==> config.mk <==
export PLATFORM = sky130hd
export DESIGN_NAME = msr_top
export DESIGN_NICKNAME = d
export VERILOG_FILES = /design/src/pkg/msr_pkg.sv /design/src/pkg/msr_coef_if.sv /design/src/hw/msr_half_dec.sv /design/src/hw/msr_axis_sel.sv /design/src/hw/msr_top.sv
export VERILOG_INCLUDE_DIRS = /design/src /design/src/pkg
export SDC_FILE = /design/constraint.sdc
export NUM_CORES = 1
export LEC_CHECK = 0
export BUFFER_PORTS_ARGS = -buffer_cell sky130_fd_sc_hd__clkbuf_2
export CORE_MARGIN = 3
export CORE_UTILIZATION = 45
export CTS_CLUSTER_SIZE = 14
export DETAILED_ROUTE_END_ITERATION = 7
export PLACE_DENSITY = 0.66
export SETUP_SLACK_MARGIN = 0.5
export SLEW_MARGIN = 10
export SYNTH_ARGS = -nofsm -noshare
export SYNTH_HDL_FRONTEND = slang
export SYNTH_SLANG_ARGS = --single-unit
==> constraint.sdc <==
create_clock -name CLK_SYS -period 15.4 [get_ports CLK_SYS]
set_input_delay 2.31 -clock CLK_SYS [delete_from_list [all_inputs] [get_ports CLK_SYS]]
set_output_delay 2.31 -clock CLK_SYS [all_outputs]
set_load 0.03 [all_outputs]
==> src/pkg/msr_cfg.svh <==
// offsets, field positions, reset values and codes of the soft-iron and axis-remap bank
// Operation
// - coefficients are half floats: sign, 5 exponent, 10 fraction
// - low byte at lower address, high byte next
// - one off-diagonal coefficient serves both mirrored positions
// - m22 and m33 reset to one (0x3c00)
// - off-diagonal coefficient bytes reset to zero
// - Y selector code map, others +Y, reset 000
// - Z selector same map, reset 101
// - X selector same map, reset 010
// - X sel bits 2:0; Y 6:4, Z 2:0
// - coefficient registers read back last written value
// - m11 resets to one (0x3c00)
`ifndef MSR_CFG_SVH
`define MSR_CFG_SVH

`define MSR_IDX_M11_LOW 8'hc6
`define MSR_IDX_M11_HIGH 8'hc7
`define MSR_IDX_M12_LOW 8'hc8
`define MSR_IDX_M12_HIGH 8'hc9
`define MSR_IDX_M13_LOW 8'hca
`define MSR_IDX_M13_HIGH 8'hcb
`define MSR_IDX_M22_LOW 8'hcc
`define MSR_IDX_M22_HIGH 8'hcd
`define MSR_IDX_M23_LOW 8'hce
`define MSR_IDX_M23_HIGH 8'hcf
`define MSR_IDX_M33_LOW 8'hd0
`define MSR_IDX_M33_HIGH 8'hd1
`define MSR_IDX_REMAP_YZ 8'hd4
`define MSR_IDX_REMAP_X 8'hd5
`define MSR_IDX_STATUS 8'hd6
`define MSR_IDX_COUNT_LOW 8'hd7
`define MSR_IDX_COUNT_HIGH 8'hd8

`define MSR_NUM_COEF 6
`define MSR_NUM_COEF_BYTES 12
`define MSR_BYTE_M11_HIGH 1
`define MSR_BYTE_M22_HIGH 7
`define MSR_BYTE_M33_HIGH 11
`define MSR_COEF_M11 0
`define MSR_COEF_M12 1
`define MSR_COEF_M13 2
`define MSR_COEF_M22 3
`define MSR_COEF_M23 4
`define MSR_COEF_M33 5

`define MSR_RST_BYTE 8'h00
`define MSR_RST_DIAG_HIGH 8'h3c
`define MSR_RST_Y_SEL 3'h0
`define MSR_RST_Z_SEL 3'h5
`define MSR_RST_X_SEL 3'h2

`define MSR_Y_SEL_LSB 4
`define MSR_Z_SEL_LSB 0
`define MSR_X_SEL_LSB 0
`define MSR_SEL_W 3

`define MSR_HALF_SIGN 15
`define MSR_HALF_EXP_MSB 14
`define MSR_HALF_EXP_LSB 10
`define MSR_HALF_FRAC_MSB 9

`define MSR_SEL_POS_Y 3'h0
`define MSR_SEL_NEG_Y 3'h1
`define MSR_SEL_POS_X 3'h2
`define MSR_SEL_NEG_X 3'h3
`define MSR_SEL_NEG_Z 3'h4
`define MSR_SEL_POS_Z 3'h5

`endif

==> src/pkg/msr_pkg.sv <==
// types of the soft-iron and axis-remap bank
package msr_pkg;
  typedef logic [15:0] msr_half_t;
  typedef logic [2:0] msr_sel_t;

  typedef struct packed {
    logic [11:0][7:0] coef_byte;
    msr_sel_t x_sel;
    msr_sel_t y_sel;
    msr_sel_t z_sel;
    logic [31:0] prdata;
    logic pslverr;
    logic out_valid;
    msr_half_t out_x;
    msr_half_t out_y;
    msr_half_t out_z;
    logic [5:0][15:0] applied;
    logic [15:0] sample_cnt;
  } msr_state_s;
endpackage : msr_pkg

==> src/pkg/msr_coef_if.sv <==
// one coefficient and its decoded half-float fields
`timescale 1ns/1ps
interface msr_coef_if;
  import msr_pkg::*;
  msr_half_t value;
  logic sign;
  logic [4:0] exponent;
  logic [9:0] fraction;
  logic is_zero;
  logic non_finite;
  modport dec (input value, output sign, exponent, fraction, is_zero, non_finite);
  modport use_side (output value, input sign, exponent, fraction, is_zero, non_finite);
endinterface : msr_coef_if

==> src/hw/msr_half_dec.sv <==
// splits a half-precision coefficient into its fields
`timescale 1ns/1ps
`include "msr_cfg.svh"
module msr_half_dec
  import msr_pkg::*;
(
  msr_coef_if.dec coef
);
  always_comb begin
    coef.sign = coef.value[`MSR_HALF_SIGN];
    coef.exponent = coef.value[`MSR_HALF_EXP_MSB:`MSR_HALF_EXP_LSB];
    coef.fraction = coef.value[`MSR_HALF_FRAC_MSB:0];
    coef.is_zero = (coef.value[`MSR_HALF_EXP_MSB:0] == 15'h0000);
    // all-ones exponent means inf or nan; flagged, not corrected
    coef.non_finite = &coef.value[`MSR_HALF_EXP_MSB:`MSR_HALF_EXP_LSB];
  end
endmodule : msr_half_dec

==> src/hw/msr_axis_sel.sv <==
// picks one remapped axis from the raw half-float sample
`timescale 1ns/1ps
`include "msr_cfg.svh"
module msr_axis_sel
  import msr_pkg::*;
(
  input wire msr_sel_t sel,
  input wire msr_half_t raw_x,
  input wire msr_half_t raw_y,
  input wire msr_half_t raw_z,
  output msr_half_t axis
);
  // negation of a half float is a sign flip, exact for every value
  always_comb begin
    case (sel)
      `MSR_SEL_POS_Y: axis = raw_y;
      `MSR_SEL_NEG_Y: axis = {~raw_y[`MSR_HALF_SIGN], raw_y[`MSR_HALF_EXP_MSB:0]};
      `MSR_SEL_POS_X: axis = raw_x;
      `MSR_SEL_NEG_X: axis = {~raw_x[`MSR_HALF_SIGN], raw_x[`MSR_HALF_EXP_MSB:0]};
      `MSR_SEL_NEG_Z: axis = {~raw_z[`MSR_HALF_SIGN], raw_z[`MSR_HALF_EXP_MSB:0]};
      `MSR_SEL_POS_Z: axis = raw_z;
      default: axis = raw_y;
    endcase
  end
endmodule : msr_axis_sel

==> src/hw/msr_top.sv <==
// soft-iron matrix and axis-remap register bank on apb, with sample path
`timescale 1ns/1ps
`include "msr_cfg.svh"
module msr_top
  import msr_pkg::*;
(
  input wire logic CLK_SYS,
  input wire logic RESET,
  input wire logic PSEL,
  input wire logic PENABLE,
  input wire logic PWRITE,
  input wire logic [11:0] PADDR,
  input wire logic [31:0] PWDATA,
  input wire logic [3:0] PSTRB,
  output logic [31:0] PRDATA,
  output logic PREADY,
  output logic PSLVERR,
  input wire logic MAG_IN_VALID,
  input wire logic [15:0] MAG_IN_X,
  input wire logic [15:0] MAG_IN_Y,
  input wire logic [15:0] MAG_IN_Z,
  output logic MAG_OUT_VALID,
  output logic [15:0] MAG_OUT_X,
  output logic [15:0] MAG_OUT_Y,
  output logic [15:0] MAG_OUT_Z,
  output logic [15:0] COEF_R1C1,
  output logic [15:0] COEF_R1C2,
  output logic [15:0] COEF_R1C3,
  output logic [15:0] COEF_R2C1,
  output logic [15:0] COEF_R2C2,
  output logic [15:0] COEF_R2C3,
  output logic [15:0] COEF_R3C1,
  output logic [15:0] COEF_R3C2,
  output logic [15:0] COEF_R3C3,
  output logic COEF_FAULT
);
  msr_state_s s;
  msr_state_s next_s;

  logic apb_setup;
  logic apb_write;
  logic [7:0] reg_idx;
  logic addr_ok;
  logic [7:0] coef_pos;
  logic coef_hit;
  logic [7:0] rd_byte;
  logic rd_hit;
  logic [5:0] non_finite;
  logic [5:0] is_zero;
  msr_half_t remapped [3];
  msr_sel_t sel_of [3];

  msr_coef_if cif [6] ();

  // live fields of the applied coefficients, used by the status register
  generate
    for (genvar c = 0; c < `MSR_NUM_COEF; c++) begin : g_dec
      assign cif[c].value = s.applied[c];
      assign non_finite[c] = cif[c].non_finite;
      assign is_zero[c] = cif[c].is_zero;
      msr_half_dec u_dec (
        .coef(cif[c])
      );
    end
  endgenerate

  assign sel_of[0] = s.x_sel;
  assign sel_of[1] = s.y_sel;
  assign sel_of[2] = s.z_sel;

  generate
    for (genvar a = 0; a < 3; a++) begin : g_axis
      msr_axis_sel u_sel (
        .sel(sel_of[a]),
        .raw_x(MAG_IN_X),
        .raw_y(MAG_IN_Y),
        .raw_z(MAG_IN_Z),
        .axis(remapped[a])
      );
    end
  endgenerate

  // printed offsets are word indices; byte address is four times the index
  assign reg_idx = PADDR[9:2];
  assign addr_ok = (PADDR[1:0] == 2'h0) && (PADDR[11:10] == 2'h0);
  assign coef_pos = reg_idx - `MSR_IDX_M11_LOW;
  assign coef_hit = addr_ok && (reg_idx >= `MSR_IDX_M11_LOW) && (reg_idx <= `MSR_IDX_M33_HIGH);
  assign apb_setup = PSEL && !PENABLE;
  // zero wait states: every access phase completes in its first cycle
  assign apb_write = PSEL && PENABLE && PWRITE && PSTRB[0] && !s.pslverr;

  // read decode; reserved bits read as zero
  always_comb begin
    rd_byte = 8'h00;
    rd_hit = 1'b1;
    if (coef_hit) begin
      rd_byte = s.coef_byte[coef_pos[3:0]];
    end else if (addr_ok && reg_idx == `MSR_IDX_REMAP_YZ) begin
      rd_byte[`MSR_Y_SEL_LSB +: `MSR_SEL_W] = s.y_sel;
      rd_byte[`MSR_Z_SEL_LSB +: `MSR_SEL_W] = s.z_sel;
    end else if (addr_ok && reg_idx == `MSR_IDX_REMAP_X) begin
      rd_byte[`MSR_X_SEL_LSB +: `MSR_SEL_W] = s.x_sel;
    end else if (addr_ok && reg_idx == `MSR_IDX_STATUS) begin
      rd_byte = {2'h0, non_finite};
    end else if (addr_ok && reg_idx == `MSR_IDX_COUNT_LOW) begin
      rd_byte = s.sample_cnt[7:0];
    end else if (addr_ok && reg_idx == `MSR_IDX_COUNT_HIGH) begin
      rd_byte = s.sample_cnt[15:8];
    end else begin
      rd_hit = 1'b0;
    end
  end

  always_comb begin
    next_s = s;
    next_s.out_valid = 1'b0;
    // decode is captured in setup and held; the master keeps the address stable
    if (apb_setup) begin
      next_s.prdata = {24'h000000, rd_byte};
      next_s.pslverr = !rd_hit || (PWRITE && !coef_hit
        && !(addr_ok && reg_idx == `MSR_IDX_REMAP_YZ)
        && !(addr_ok && reg_idx == `MSR_IDX_REMAP_X));
    end
    if (apb_write) begin
      if (coef_hit) begin
        next_s.coef_byte[coef_pos[3:0]] = PWDATA[7:0];
      end else if (reg_idx == `MSR_IDX_REMAP_YZ) begin
        // reserved bits 7 and 3 are not stored, so they read back zero
        next_s.y_sel = PWDATA[`MSR_Y_SEL_LSB +: `MSR_SEL_W];
        next_s.z_sel = PWDATA[`MSR_Z_SEL_LSB +: `MSR_SEL_W];
      end else begin
        next_s.x_sel = PWDATA[`MSR_X_SEL_LSB +: `MSR_SEL_W];
      end
    end
    // a write in the same cycle as a sample lands one sample later
    if (MAG_IN_VALID) begin
      next_s.out_valid = 1'b1;
      next_s.out_x = remapped[0];
      next_s.out_y = remapped[1];
      next_s.out_z = remapped[2];
      next_s.sample_cnt = s.sample_cnt + 16'h0001;
      for (int c = 0; c < `MSR_NUM_COEF; c++) begin
        next_s.applied[c] = {s.coef_byte[2 * c + 1], s.coef_byte[2 * c]};
      end
    end
  end

  always_ff @(posedge CLK_SYS or posedge RESET) begin
    if (RESET) begin
      s <= '0;
      s.coef_byte[`MSR_BYTE_M11_HIGH] <= `MSR_RST_DIAG_HIGH;
      s.coef_byte[`MSR_BYTE_M22_HIGH] <= `MSR_RST_DIAG_HIGH;
      s.coef_byte[`MSR_BYTE_M33_HIGH] <= `MSR_RST_DIAG_HIGH;
      s.applied[`MSR_COEF_M11] <= {`MSR_RST_DIAG_HIGH, `MSR_RST_BYTE};
      s.applied[`MSR_COEF_M22] <= {`MSR_RST_DIAG_HIGH, `MSR_RST_BYTE};
      s.applied[`MSR_COEF_M33] <= {`MSR_RST_DIAG_HIGH, `MSR_RST_BYTE};
      s.x_sel <= `MSR_RST_X_SEL;
      s.y_sel <= `MSR_RST_Y_SEL;
      s.z_sel <= `MSR_RST_Z_SEL;
    end else begin
      s <= next_s;
    end
  end

  assign PRDATA = s.prdata;
  assign PREADY = 1'b1;
  assign PSLVERR = PSEL && PENABLE && s.pslverr;
  assign MAG_OUT_VALID = s.out_valid;
  assign MAG_OUT_X = s.out_x;
  assign MAG_OUT_Y = s.out_y;
  assign MAG_OUT_Z = s.out_z;
  // mirrored positions share one stored coefficient
  assign COEF_R1C1 = s.applied[`MSR_COEF_M11];
  assign COEF_R1C2 = s.applied[`MSR_COEF_M12];
  assign COEF_R2C1 = s.applied[`MSR_COEF_M12];
  assign COEF_R1C3 = s.applied[`MSR_COEF_M13];
  assign COEF_R3C1 = s.applied[`MSR_COEF_M13];
  assign COEF_R2C2 = s.applied[`MSR_COEF_M22];
  assign COEF_R2C3 = s.applied[`MSR_COEF_M23];
  assign COEF_R3C2 = s.applied[`MSR_COEF_M23];
  assign COEF_R3C3 = s.applied[`MSR_COEF_M33];
  // a zero diagonal collapses an axis; flagged together with inf and nan
  assign COEF_FAULT = |non_finite || is_zero[`MSR_COEF_M11] || is_zero[`MSR_COEF_M22]
    || is_zero[`MSR_COEF_M33];
endmodule : msr_top

==> impl_metrics.env <==
export IMPL_timing_setup_tns_ps=0
export IMPL_wl_per_cell_um=21.1
export IMPL_p_leak_nw=7.81
export IMPL_antenna_found_initial=4
export IMPL_placed_cell_area_mm2=0.0152
export IMPL_power_density_mw_per_mm2=111
export IMPL_tightest_slew_ps=1130
export IMPL_status="complete, no violations"
export IMPL_drt_iter0_drc=509
export IMPL_gp_congestion=0.839
export IMPL_overflow=0
export IMPL_grt_pass1_wl_um=57500
export IMPL_syn_inst=1269
export IMPL_worstHoldEndpoint="s[15]"
export IMPL_hpwl_um=26000
export IMPL_dieHeight_um=189
export IMPL_wl_um=37600
export IMPL_fin_area_mm2=0.0163
export IMPL_ys_seq_area_frac=0.460
export IMPL_reg2reg_slack_ps=13190
export IMPL_fin_crit_ps=5080
export IMPL_cts_tree="yes"
export IMPL_synth_edf_count=0
export IMPL_vias_per_cell=5.50
export IMPL_ant_nets=0
export IMPL_io_buffers=277
export IMPL_num_vias=9807
export IMPL_grt_max_degree=163
export IMPL_h_tree_depth=1
export IMPL_drcViolationCount=0
export IMPL_grt_total_usage=0.205
export IMPL_synth_cell_types=56
export IMPL_reg2reg_to="MAG_OUT_Z[0]"
export IMPL_crit_path_start_kind="primary input"
export IMPL_hold_violations=0
export IMPL_drv_slew=0
export IMPL_synth_avg_cell_area_um2=11.9
export IMPL_io_pins=330
export IMPL_synth_async_sr_flop_share=1.00
export IMPL_rows=66
export IMPL_p_clk_frac=0.409
export IMPL_ctsResizeCount=0
export IMPL_switching_share=0.286
export IMPL_initial_core_util=0.459
export IMPL_endpoint_kind="output pin"
export IMPL_min_path_type="reg -> reg"
export IMPL_finalSetupViolCount=0
export IMPL_final_cell_mix="clkbuf_2, mux2_2, dfrtp_1"
export IMPL_layout_drive_gt1_share=0.490
export IMPL_crit_top_cell="clkbuf_2"
export IMPL_cts_num_sinks=275
export IMPL_grt_pass1_vias=9670
export IMPL_cp_depth=3
export IMPL_cts_root_buffer="clkbuf_16"
export IMPL_rr_startpoint="s[196]"
export IMPL_r2r_cells=4
export IMPL_hold_buffers=0
export IMPL_multi_input_comb_area_mm2=0.00623
export IMPL_cap_violations=0
export IMPL_path_buf_inv=2
export IMPL_synth_seq_cells=275
export IMPL_cts_clk_slew_worst_paths_ps=60
export IMPL_die_area_mm2=0.0357
export IMPL_final_common_cell="clkbuf_2"
export IMPL_peakVddDrop_v=0.0000844
export IMPL_synthFlopType="dfrtp_1"
export IMPL_rsz0062_at_grt="false"
export IMPL_cp_max_fo=4
export IMPL_cp_arrival_ps=2770
export IMPL_cpLargestDelayFamily="buffers and inverters"
export IMPL_final_core_util=0.496
export IMPL_cts_setup_buffers=0
export IMPL_synth_area_mm2=0.0150
export IMPL_core_area_mm2=0.0328
export IMPL_place_ws_ps=10320
export IMPL_ys_warn_count=0
export IMPL_clock_path_buffers=3
export IMPL_critical_path_class="in -> out"
export IMPL_worstSkewPairLatency_ps=570
export IMPL_max_freq_ghz=0.197
export IMPL_hold_path_depth=1
export IMPL_p_comb_frac=0.142
export IMPL_max_slew_margin=0.237
export IMPL_die_w_um=189
export IMPL_slowest_stage="clkbuf_2"
export IMPL_seqCellArea_mm2=0.00692
export IMPL_crit_chain="clkbuf_2, and3_1, clkbuf_2"
export IMPL_hold_slack_ps=486
export IMPL_min_delay_start="s[15]"
export IMPL_min_period_over_period=0.330
export IMPL_worst_clock_skew_ps=19.8
export IMPL_internal_power_mw=1.29
export IMPL_cts_buffers=31
export IMPL_num_fill_cells=2964
export IMPL_switching_power_mw=0.517
export IMPL_firstDrtPassIters=5
export IMPL_cp_slowest_stage_delay_ps=200
export IMPL_power_frac_seq=0.450
export IMPL_fin_nets=1417
export IMPL_area_growth_pct=7.99
export IMPL_cp_required_ps=13090
export IMPL_worst_slack_ps=10320
Yosys cell counts (13+ instances only):
cell	instances	area [µm²]
xnor2_1	13	114
nor2_1	17	63.8
dfrtp_1	248	6210
nand3_1	17	85.1
a211oi_1	46	345
nand2_1	21	78.8
dfstp_2	27	709
o21ai_0	15	75.1
mux2i_1	47	470
clkbuf_1	63	236
nor2b_1	50	313
buf_4	225	1690
a21oi_1	63	315
mux4_2	24	541
mux2_2	247	2780
metrics by stage:
step           power (mW)  std cells
4_1_cts              1.83       1780
5_1_grt              1.89       1784
6_report             1.81       1784
3_5_place_dp         1.08       1722
3_3_place_gp         1.08       1722
2_1_floorplan        1.04       1292
layout make-up:
class | instances | share of cell area
repair buffers | 286 | 0.0906
diodes | 4 | 0.000616
clock buffers | 45 | 0.0540
flip-flops and latches | 275 | 0.426
clock inverters | 13 | 0.00932
well taps | 442 | 0.0340
multi-input cells | 711 | 0.383
inverters | 8 | 0.00231
routing by layer:
layer,routed length (µm),track usage,vias to the layer above
met1,16800,0.288,4975
li1,-,-,4425
met2,17500,0.326,336
met5,0,0,-
met3,2220,0.0322,71
met4,1170,0.0679,0
cell families (layout without fill, tap and decap cells):
| family | after synthesis | after routing | share of synthesized area |
|---|---|---|---|
| xor+xnor | 18 | 18 | 0.0105 |
| other cells | 2 | 29 | 0.000499 |
| flops | 275 | 275 | 0.460 |
| buf+inv | 306 | 352 | 0.133 |
| fa+ha+maj | 2 | 2 | 0.00166 |
| compound gates | 164 | 164 | 0.0710 |
| mux | 322 | 322 | 0.255 |
| simple gates | 180 | 180 | 0.0692 |
how the worst max path moves through the flow:
| stage | from | end | slack [ps] |
|---|---|---|---|
| floorplan | RESET | COEF_R1C1[0] | 5550 |
| global placement | PSEL | PSLVERR | 10330 |
| detailed placement | PSEL | PSLVERR | 10320 |
| CTS | PSEL | PSLVERR | 10310 |
| global route | PSEL | PSLVERR | 10290 |
| finish | PSEL | PSLVERR | 10320 |
sequential cells by signal, indices dropped and copies added, names as in the netlist:
signal and flops:
s 122, COEF_R1C1 16, COEF_R1C2 16, COEF_R1C3 16
COEF_R2C2 16, COEF_R2C3 16, COEF_R3C3 16, MAG_OUT_X 16
MAG_OUT_Y 16, MAG_OUT_Z 16, PRDATA 8, MAG_OUT_VALID 1
power by group through the flow:
stage	Sequential, mW	Clock (mW)	Combinational (mW)
global route	0.821	0.788	0.279
floorplan	0.794	0	0.248
global placement	0.822	0	0.253
detailed placement	0.825	0	0.258
finish	0.813	0.739	0.256
CTS	0.813	0.754	0.259
(Power assumes the default switching activity.)
